File: src/alsu_consts.vh
// operation codes, flag positions and widths for the arithmetic, logic and shift unit
`ifndef ALSU_CONSTS_VH
`define ALSU_CONSTS_VH
`define ALSU_OP_W 5
`define ALSU_OP_ADD 5'h00
`define ALSU_OP_SUB 5'h01
`define ALSU_OP_ADDC 5'h02
`define ALSU_OP_SUBC 5'h03
`define ALSU_OP_INC 5'h04
`define ALSU_OP_DECR 5'h05
`define ALSU_OP_ADDQ 5'h06
`define ALSU_OP_SUBQ 5'h07
`define ALSU_OP_ADJA 5'h08
`define ALSU_OP_ADJS 5'h09
`define ALSU_OP_MUL 5'h0a
`define ALSU_OP_DIV 5'h0b
`define ALSU_OP_COMPARE 5'h0c
`define ALSU_OP_NEG 5'h0d
`define ALSU_OP_AND 5'h0e
`define ALSU_OP_OR 5'h0f
`define ALSU_OP_XOR 5'h10
`define ALSU_OP_NOT 5'h11
`define ALSU_OP_ASHL 5'h12
`define ALSU_OP_ASHR 5'h13
`define ALSU_OP_LSHL 5'h14
`define ALSU_OP_LSHR 5'h15
`define ALSU_OP_ROL 5'h16
`define ALSU_OP_ROR 5'h17
`define ALSU_OP_RCL 5'h18
`define ALSU_OP_RCR 5'h19
`define ALSU_FLG_C 0
`define ALSU_FLG_V 1
`define ALSU_FLG_Z 2
`define ALSU_FLG_N 3
`define ALSU_FLG_W 4
`define ALSU_DIV_LAST 4'h7
`endif

File: src/alsu_core.v
// arithmetic, logic and shift execution unit of the cpu datapath
`timescale 1ns/1ps
`include "alsu_consts.vh"
module alsu_core
(
  input wire mclk_i,
  input wire resetn_i,
  input wire start_i, // one-cycle request from decoder
  input wire [`ALSU_OP_W-1:0] op_i,
  input wire word_i, // word size when high
  input wire use_imm_i, // second operand from immediate
  input wire [15:0] dst_i, // destination register value
  input wire [15:0] src_i, // source register value
  input wire [15:0] imm_i, // immediate, low byte for byte ops
  input wire [`ALSU_FLG_W-1:0] flags_i, // n z v c
  input wire half_i, // half carry of previous add/sub
  output reg [15:0] result_o,
  output reg [`ALSU_FLG_W-1:0] flags_o,
  output reg half_o,
  output reg write_o, // write result to destination
  output reg done_o, // result valid pulse
  output reg illegal_o, // unsupported operand form
  output reg busy_o
);
  localparam ST_IDLE = 2'h0; // waiting for request
  localparam ST_DIV = 2'h1; // division in progress
  localparam [3:0] DIV_LAST = `ALSU_DIV_LAST; // eight steps
  reg [1:0] state_r;
  reg [1:0] state_nxt;
  reg [3:0] cnt_r; // division step counter
  reg [15:0] rem_r; // partial remainder
  reg [7:0] quo_r; // quotient bits
  reg [7:0] dvs_r; // divisor
  reg [7:0] dvd_r; // remaining dividend low bits
  reg [15:0] b_op; // second operand
  reg [16:0] sum; // extended adder output
  reg [15:0] res;
  reg [`ALSU_FLG_W-1:0] flg;
  reg hc; // half carry
  reg wr;
  reg bad;
  reg wide; // result is 16 bits
  reg arith; // overflow/carry from adder
  reg subop;
  reg [15:0] a_op;
  reg [15:0] b_add;
  reg cin;
  wire cflag = flags_i[`ALSU_FLG_C];
  wire [7:0] sh_res;
  wire sh_c;
  wire sh_v;
  wire [7:0] da_res;
  wire da_c;
  wire [16:0] trial = {rem_r[15:0], dvd_r[7]} - {9'h000, dvs_r};
  alsu_shifter u_shift
  (
    .op_i(op_i),
    .val_i(dst_i[7:0]),
    .carry_i(cflag),
    .res_o(sh_res),
    .carry_o(sh_c),
    .ovf_o(sh_v)
  );
  alsu_decadj u_dadj
  (
    .sub_i(op_i == `ALSU_OP_ADJS),
    .val_i(dst_i[7:0]),
    .carry_i(cflag),
    .half_i(half_i),
    .res_o(da_res),
    .carry_o(da_c)
  );
  // single-cycle operations: operand select, adder, flags
  always @*
  begin
    b_op = use_imm_i ? imm_i : src_i;
    if (!word_i)
      b_op = {8'h00, b_op[7:0]};
    a_op = word_i ? dst_i : {8'h00, dst_i[7:0]};
    b_add = b_op;
    cin = 1'b0;
    subop = 1'b0;
    arith = 1'b1;
    wide = word_i;
    wr = 1'b1;
    bad = 1'b0;
    case (op_i)
      `ALSU_OP_ADD:
        bad = word_i & use_imm_i;
      `ALSU_OP_SUB:
      begin
        subop = 1'b1;
        bad = use_imm_i;
      end
      `ALSU_OP_ADDC:
      begin
        cin = cflag;
        wide = 1'b0;
        bad = word_i;
      end
      `ALSU_OP_SUBC:
      begin
        subop = 1'b1;
        cin = cflag;
        wide = 1'b0;
        bad = word_i;
      end
      `ALSU_OP_INC:
      begin
        b_add = 16'h0001;
        wide = 1'b0;
      end
      `ALSU_OP_DECR:
      begin
        subop = 1'b1;
        b_add = 16'h0001;
        wide = 1'b0;
      end
      `ALSU_OP_ADDQ,
      `ALSU_OP_SUBQ:
      begin
        a_op = dst_i;
        arith = 1'b0; // address-style step: flags left alone
        subop = (op_i == `ALSU_OP_SUBQ);
        b_add = {14'h0000, imm_i[1:0]};
        wide = 1'b1;
        bad = (imm_i != 16'h0001) && (imm_i != 16'h0002);
      end
      `ALSU_OP_COMPARE:
      begin
        subop = 1'b1;
        wr = 1'b0;
        bad = word_i & use_imm_i;
      end
      `ALSU_OP_NEG:
      begin
        a_op = 16'h0000;
        b_add = {8'h00, dst_i[7:0]};
        subop = 1'b1;
        wide = 1'b0;
      end
      default:
      begin
        arith = 1'b0;
        wide = 1'b0;
      end
    endcase
    // subtract as a plus inverted b plus inverted borrow
    if (subop && !wide) // invert low byte only: bit 8 is the inverted borrow
      sum = {1'b0, a_op} + {9'h000, ~b_add[7:0]} + {16'h0000, ~cin};
    else if (subop)
      sum = {1'b0, a_op} + {1'b0, ~b_add} + {16'h0000, ~cin};
    else
      sum = {1'b0, a_op} + {1'b0, b_add} + {16'h0000, cin};
    if (!wide)
      sum = {8'h00, sum[8:0]};
    res = sum[15:0];
    hc = subop ? (a_op[3:0] < b_add[3:0]) : (sum[4] ^ a_op[4] ^ b_add[4]);
    flg = flags_i;
    if (arith)
    begin
      if (wide)
      begin
        flg[`ALSU_FLG_C] = subop ? ~sum[16] : sum[16];
        flg[`ALSU_FLG_V] = subop ?
          ((a_op[15] ^ b_add[15]) & (a_op[15] ^ sum[15])) :
          (~(a_op[15] ^ b_add[15]) & (a_op[15] ^ sum[15]));
      end
      else
      begin
        flg[`ALSU_FLG_C] = subop ? ~sum[8] : sum[8];
        flg[`ALSU_FLG_V] = subop ?
          ((a_op[7] ^ b_add[7]) & (a_op[7] ^ sum[7])) :
          (~(a_op[7] ^ b_add[7]) & (a_op[7] ^ sum[7]));
      end
    end
    // non-adder operations
    case (op_i)
      `ALSU_OP_AND: res = {8'h00, dst_i[7:0] & b_op[7:0]};
      `ALSU_OP_OR: res = {8'h00, dst_i[7:0] | b_op[7:0]};
      `ALSU_OP_XOR: res = {8'h00, dst_i[7:0] ^ b_op[7:0]};
      `ALSU_OP_NOT: res = {8'h00, ~dst_i[7:0]};
      `ALSU_OP_ADJA,
      `ALSU_OP_ADJS:
      begin
        res = {8'h00, da_res};
        flg[`ALSU_FLG_C] = da_c;
      end
      `ALSU_OP_MUL:
      begin
        res = {8'h00, dst_i[7:0]} * {8'h00, src_i[7:0]};
        wide = 1'b1;
      end
      `ALSU_OP_ASHL, `ALSU_OP_ASHR, `ALSU_OP_LSHL, `ALSU_OP_LSHR,
      `ALSU_OP_ROL, `ALSU_OP_ROR, `ALSU_OP_RCL, `ALSU_OP_RCR:
      begin
        res = {8'h00, sh_res};
        flg[`ALSU_FLG_C] = sh_c;
        flg[`ALSU_FLG_V] = sh_v;
      end
      default: res = res; // adder result kept
    endcase
    // logic ops clear overflow; word small add leaves flags alone
    if (op_i == `ALSU_OP_AND || op_i == `ALSU_OP_OR ||
        op_i == `ALSU_OP_XOR || op_i == `ALSU_OP_NOT)
      flg[`ALSU_FLG_V] = 1'b0;
    if (op_i != `ALSU_OP_ADDQ && op_i != `ALSU_OP_SUBQ &&
        op_i != `ALSU_OP_MUL)
    begin
      flg[`ALSU_FLG_N] = wide ? res[15] : res[7];
      flg[`ALSU_FLG_Z] = wide ? (res == 16'h0000) : (res[7:0] == 8'h00);
    end
    // byte ops keep the destination upper byte
    if (!wide)
      res = {dst_i[15:8], res[7:0]};
  end
  // division sequencer state
  always @*
  begin
    state_nxt = state_r;
    case (state_r)
      ST_IDLE:
        if (start_i && op_i == `ALSU_OP_DIV && src_i[7:0] != 8'h00)
          state_nxt = ST_DIV;
      ST_DIV:
        if (cnt_r == DIV_LAST)
          state_nxt = ST_IDLE;
      default:
        state_nxt = ST_IDLE;
    endcase
  end
  // registered outputs and restoring divider, one bit per clock
  always @(posedge mclk_i or negedge resetn_i)
  begin
    if (!resetn_i)
    begin
      state_r <= ST_IDLE;
      cnt_r <= 4'h0;
      rem_r <= 16'h0000;
      quo_r <= 8'h00;
      dvs_r <= 8'h00;
      dvd_r <= 8'h00;
      result_o <= 16'h0000;
      flags_o <= 4'h0;
      half_o <= 1'b0;
      write_o <= 1'b0;
      done_o <= 1'b0;
      illegal_o <= 1'b0;
      busy_o <= 1'b0;
    end
    else
    begin
      state_r <= state_nxt;
      done_o <= 1'b0;
      write_o <= 1'b0;
      illegal_o <= 1'b0;
      case (state_r)
        ST_IDLE:
        begin
          if (start_i && op_i == `ALSU_OP_DIV)
          begin
            if (src_i[7:0] == 8'h00)
            begin
              // divide by zero: refused, destination kept
              illegal_o <= 1'b1;
              done_o <= 1'b1;
            end
            else
            begin
              rem_r <= {8'h00, dst_i[15:8]};
              dvd_r <= dst_i[7:0];
              dvs_r <= src_i[7:0];
              cnt_r <= 4'h0;
              busy_o <= 1'b1;
            end
          end
          else if (start_i)
          begin
            done_o <= 1'b1;
            illegal_o <= bad;
            write_o <= wr & ~bad;
            if (!bad)
            begin
              result_o <= res;
              flags_o <= flg;
              half_o <= hc;
            end
          end
        end
        ST_DIV:
        begin
          if (!trial[16])
            rem_r <= trial[15:0];
          else
            rem_r <= {rem_r[14:0], dvd_r[7]};
          quo_r <= {quo_r[6:0], ~trial[16]};
          dvd_r <= {dvd_r[6:0], 1'b0};
          cnt_r <= cnt_r + 4'h1;
          if (cnt_r == DIV_LAST)
          begin
            busy_o <= 1'b0;
            done_o <= 1'b1;
            write_o <= 1'b1;
            // remainder high, quotient low
            result_o <= {(trial[16] ? {rem_r[6:0], dvd_r[7]} : trial[7:0]),
              quo_r[6:0], ~trial[16]};
            flags_o[`ALSU_FLG_Z] <= ({quo_r[6:0], ~trial[16]} == 8'h00);
            flags_o[`ALSU_FLG_N] <= quo_r[6];
          end
        end
        default: busy_o <= 1'b0;
      endcase
    end
  end
endmodule // alsu_core

File: src/alsu_shifter.v
// single-bit shift and rotate unit for byte operands
`timescale 1ns/1ps
`include "alsu_consts.vh"
module alsu_shifter
(
  input wire [`ALSU_OP_W-1:0] op_i,
  input wire [7:0] val_i,
  input wire carry_i,
  output reg [7:0] res_o,
  output reg carry_o,
  output reg ovf_o
);
  // one position per operation; out-going bit lands in carry
  always @*
  begin
    res_o = val_i;
    carry_o = carry_i;
    ovf_o = 1'b0;
    case (op_i)
      `ALSU_OP_ASHL:
      begin
        res_o = {val_i[6:0], 1'b0};
        carry_o = val_i[7];
        ovf_o = val_i[7] ^ val_i[6]; // sign change
      end
      `ALSU_OP_ASHR:
      begin
        res_o = {val_i[7], val_i[7:1]};
        carry_o = val_i[0];
      end
      `ALSU_OP_LSHL:
      begin
        res_o = {val_i[6:0], 1'b0};
        carry_o = val_i[7];
      end
      `ALSU_OP_LSHR:
      begin
        res_o = {1'b0, val_i[7:1]};
        carry_o = val_i[0];
      end
      `ALSU_OP_ROL:
      begin
        res_o = {val_i[6:0], val_i[7]};
        carry_o = val_i[7];
      end
      `ALSU_OP_ROR:
      begin
        res_o = {val_i[0], val_i[7:1]};
        carry_o = val_i[0];
      end
      `ALSU_OP_RCL:
      begin
        res_o = {val_i[6:0], carry_i};
        carry_o = val_i[7];
      end
      `ALSU_OP_RCR:
      begin
        res_o = {carry_i, val_i[7:1]};
        carry_o = val_i[0];
      end
      default:
      begin
        res_o = val_i; // not a shift: pass through
      end
    endcase
  end
endmodule // alsu_shifter

File: src/alsu_decadj.v
// packed bcd correction after byte add or subtract
`timescale 1ns/1ps
module alsu_decadj
(
  input wire sub_i,
  input wire [7:0] val_i,
  input wire carry_i,
  input wire half_i,
  output reg [7:0] res_o,
  output reg carry_o
);
  reg [7:0] corr; // correction added or subtracted
  reg lo_fix; // low digit needs six
  reg hi_fix; // high digit needs sixty
  // correction chosen from carry, half carry and the digits
  always @*
  begin
    corr = 8'h00;
    lo_fix = half_i | (!sub_i && (val_i[3:0] > 4'h9));
    hi_fix = carry_i | (!sub_i && (val_i > 8'h99));
    if (lo_fix)
      corr = corr | 8'h06;
    if (hi_fix)
      corr = corr | 8'h60;
    if (sub_i)
      res_o = val_i - corr;
    else
      res_o = val_i + corr;
    carry_o = hi_fix;
  end
endmodule // alsu_decadj

File: config.mk
export PLATFORM = sky130hd
export DESIGN_NAME = alsu_core
export DESIGN_NICKNAME = d
export VERILOG_FILES = /design/src/alsu_core.v /design/src/alsu_shifter.v /design/src/alsu_decadj.v
export VERILOG_INCLUDE_DIRS = /design/src
export SDC_FILE = /design/constraint.sdc
export NUM_CORES = 1
export LEC_CHECK = 0
export ABC_AREA = 0
export BUFFER_PORTS_ARGS = -buffer_cell sky130_fd_sc_hd__buf_2
export CAP_MARGIN = 20
export CORE_UTILIZATION = 40
export CTS_CLUSTER_SIZE = 20
export DETAILED_ROUTE_END_ITERATION = 16
export HOLD_SLACK_MARGIN = 0.08
export PLACE_DENSITY_LB_ADDON = 0.1
export SETUP_SLACK_MARGIN = 0.02
export SYNTH_ARGS = -nofsm -noshare
export SYNTH_HDL_FRONTEND = slang
export SYNTH_HIERARCHICAL = 1
export SYNTH_SLANG_ARGS = --single-unit
File: constraint.sdc
create_clock -name mclk_i -period 3.7 [get_ports mclk_i]
set_input_delay 0.185 -clock mclk_i [delete_from_list [all_inputs] [get_ports mclk_i]]
set_output_delay 0.185 -clock mclk_i [all_outputs]
set_load 0.03 [all_outputs]
==> out/results.txt <==
PnR worst setup slack -> -0.725 ns
Antenna Cells -> 0
die width -> 160 um
status -> finished with violations
reg2reg path depth -> 13
failing checks -> setup timing
Fin Clk Skew -> 0.00853 ns
worst r2r src -> dvd_r[7]$_DFFE_PN0P_
final core occ -> 53.2%
power per cell area -> 535 nW/um^2
register area share after synthesis -> 17.4%
DR iter-0 viols -> 727
Skew-Pair Late Insertion Delay -> 0.34 ns
gr usage total -> 27.4%
Placement Rows -> 57
Routability Congestion -> 0.939
clock slew at reported path FFs -> 0.06 ns
vias -> 10,200
maximum fanout along the worst path -> 6
asr flop ratio synth -> 100%
Worst Setup Start Kind -> primary input
number of synthesized register bits -> 69
max-cap violations -> 0
Post-synth top flop -> dfrtp_1
largest net degree at the start of global routing -> 70
max-slew violation count -> 0
antenna violations before repair -> 4
WHS Path Cells -> 3
CP arrival -> 4.70 ns
syn nets -> 1,483
worst setup path startpoint -> dst_i[3]
endpoint class of the critical path -> register
post-synth cell types -> 84
CTS Buffer Depth -> 2
share of layout cells above drive strength 1 -> 27.6%
remaining global-route overflow -> 0
clk sinks -> 69
Hold WS -> 0.178 ns
initial core utilization -> 40.8%
hpwl dp -> 27.6 mm
FF-to-FF setup slack -> 0.42 ns
Crit path required time -> 3.98 ns
clock root cell -> clkbuf_16
Mapped Area -> 9930 um^2
Vert. Die Dim -> 160 um
Worst slew margin -> 37.8%
number of global-route vias before repair -> 9,953
clock buffer count from CTS -> 9
worst hold start -> flags_i[3]
fin crit share -> 120%
mean number of vias per cell -> 5.51
first drt pass iteration count -> 5
CTS tree -> built
Synth-to-Final Area Change -> 30.4%
io pins -> 88
highest-count cells in the layout ignoring fill and taps -> buf_4 (200), nand2_1 (128), inv_1 (116)
Slew @ Worst Pin -> 0.933 ns
first-pass GRT wire length -> 54.7 mm
most common cell after layout, fill and taps aside -> buf_4
Hold Crit Class -> primary input to register
DRT antenna net count -> 0
DRT Wirelength -> 34.3 mm
kind of critical path -> primary input to register
die area -> 25,500 um^2
Lkg Pwr -> 6.26 nW
DR WL/cell -> 18.6 um
Post-Syn Instances -> 1,278
RSZ-0062 raised after global routing -> yes
YS warnings -> 6
Fmax -> 226 MHz
Hold Vio Cnt, Final -> 0
Hold EP -> flags_o[3]$_DFFE_PN0P_
Final Setup Violations -> 13
CTS H-Tree Depth -> 3
fin nets -> 1,725
core area -> 24,300 um^2
DRC Markers -> 0
Post-synth EDFFs -> 0
Post-Syn Area per Cell -> 7.77 um^2
end of the worst register-to-register path -> rem_r[9]$_DFFE_PN0P_
Final Critical Period -> 4.42 ns
I/O Buffers -> 87
VDD IR max -> 314 uV
-- worst max path at each step --
| stage | to | slack [ns] | cells past startpoint |
|---|---|---|---|
| floorplan | result_o[13]$_DFFE_PN0P_ | -0.83 | 18 |
| global placement | result_o[13]$_DFFE_PN0P_ | -1.17 | 19 |
| detailed placement | flags_o[2]$_DFFE_PN0P_ | -1.22 | 20 |
| CTS | result_o[13]$_DFFE_PN0P_ | -0.65 | 18 |
| global route | flags_o[2]$_DFFE_PN0P_ | -0.90 | 21 |
| finish | flags_o[2]$_DFFE_PN0P_ | -0.72 | 21 |
-- logic make-up after synthesis --
group | share of synthesized area, %
xor+xnor | 4.23
buf+inv | 7.57
fa+ha+maj | 21.0
compound gates | 22.2
flops | 17.4
mux | 5.68
simple gates | 21.9
-- cells in the mapped netlist (all sizes together) (24+ instances only) --
cell type / count / area share (%)
o21ai: 104 / 5.2
dfrtp: 69 / 17
ha: 101 / 13
xnor2: 30 / 2.6
fa: 41 / 8.3
clkbuf: 44 / 1.7
a21oi: 73 / 3.7
and2: 61 / 3.8
nand2: 132 / 5.0
inv: 122 / 4.6
mux2i: 35 / 3.5
buf: 24 / 1.3
nor2: 105 / 4.0
-- routing by layer --
metal  vias to the layer above  wire length (um)  global-route usage, %
li1                       4937                 -                      -
met3                        42              1800                   3.07
met5                         -                 0                      0
met2                       288             15700                   44.4
met1                      4912             16100                   38.8
met4                         0               646                   6.16
-- cell type report --
cell class	instances	area, um^2
fillers	2326	11400
multi-input cells	1018	7830
repair buffers	299	2180
flip-flops and latches	69	1730
inverters	123	462
well taps	324	405
clock buffers	9	225
clock inverters	6	111
-- critical path, stage by stage --
cell and delay, ns:
buf_12 0.10, nand2_4 0.05, fa_1 0.49, fa_1 0.53, inv_1 0.06, fa_1 0.50
inv_2 0.05, fa_1 0.56, inv_2 0.05, ha_4 0.23, and3_4 0.15, a221o_1 0.33
nor4_2 0.20, nor3_2 0.10, buf_4 0.16, mux2i_4 0.18, a221oi_2 0.17, nand2_1 0.11
nor4_1 0.23, nand4_1 0.14, o21ai_1 0.13
-- stage by stage --
stage	setup WS [ns]	total power (W)	instances	TNS, ns	instance area (um^2)
after floorplan	-0.826	0.00408	1278	-4.73	10100
after global placement	-1.17	0.00543	1825	-12.36	12100
after detailed placement	-1.22	0.00547	1825	-12.48	12100
after CTS	-0.653	0.00675	1845	-5.58	12800
after global routing	-0.902	0.00745	1848	-8.23	12900
final	-0.725	0.00692	1848	-6.08	12900
-- report_power, final --
group          switching, W  total (W)  leakage [nW]  internal (W)
logic               0.00252    0.00456          5.26       0.00204
registers          0.000267    0.00135         0.841       0.00108
clock network      0.000356    0.00101         0.162      0.000656
-- what timing repair did --
action                                  CTS  global route
hold endpoints to repair                 69             0
buffers inserted                          4             4
pin swaps                                40            25
endpoints found under the setup margin   13            15
hold buffers                              1             0
resized for setup                        81            29
-- flip-flops by register name (all words and copies together) (netlist names) --
register / flops
busy_o: 1
write_o: 1
rem_r: 16
half_o: 1
illegal_o: 1
state_r: 1
dvd_r: 8
done_o: 1
flags_o: 4
dvs_r: 8
result_o: 16
cnt_r: 4
quo_r: 7
No activity file was read; power rests on OpenSTA's default activity.
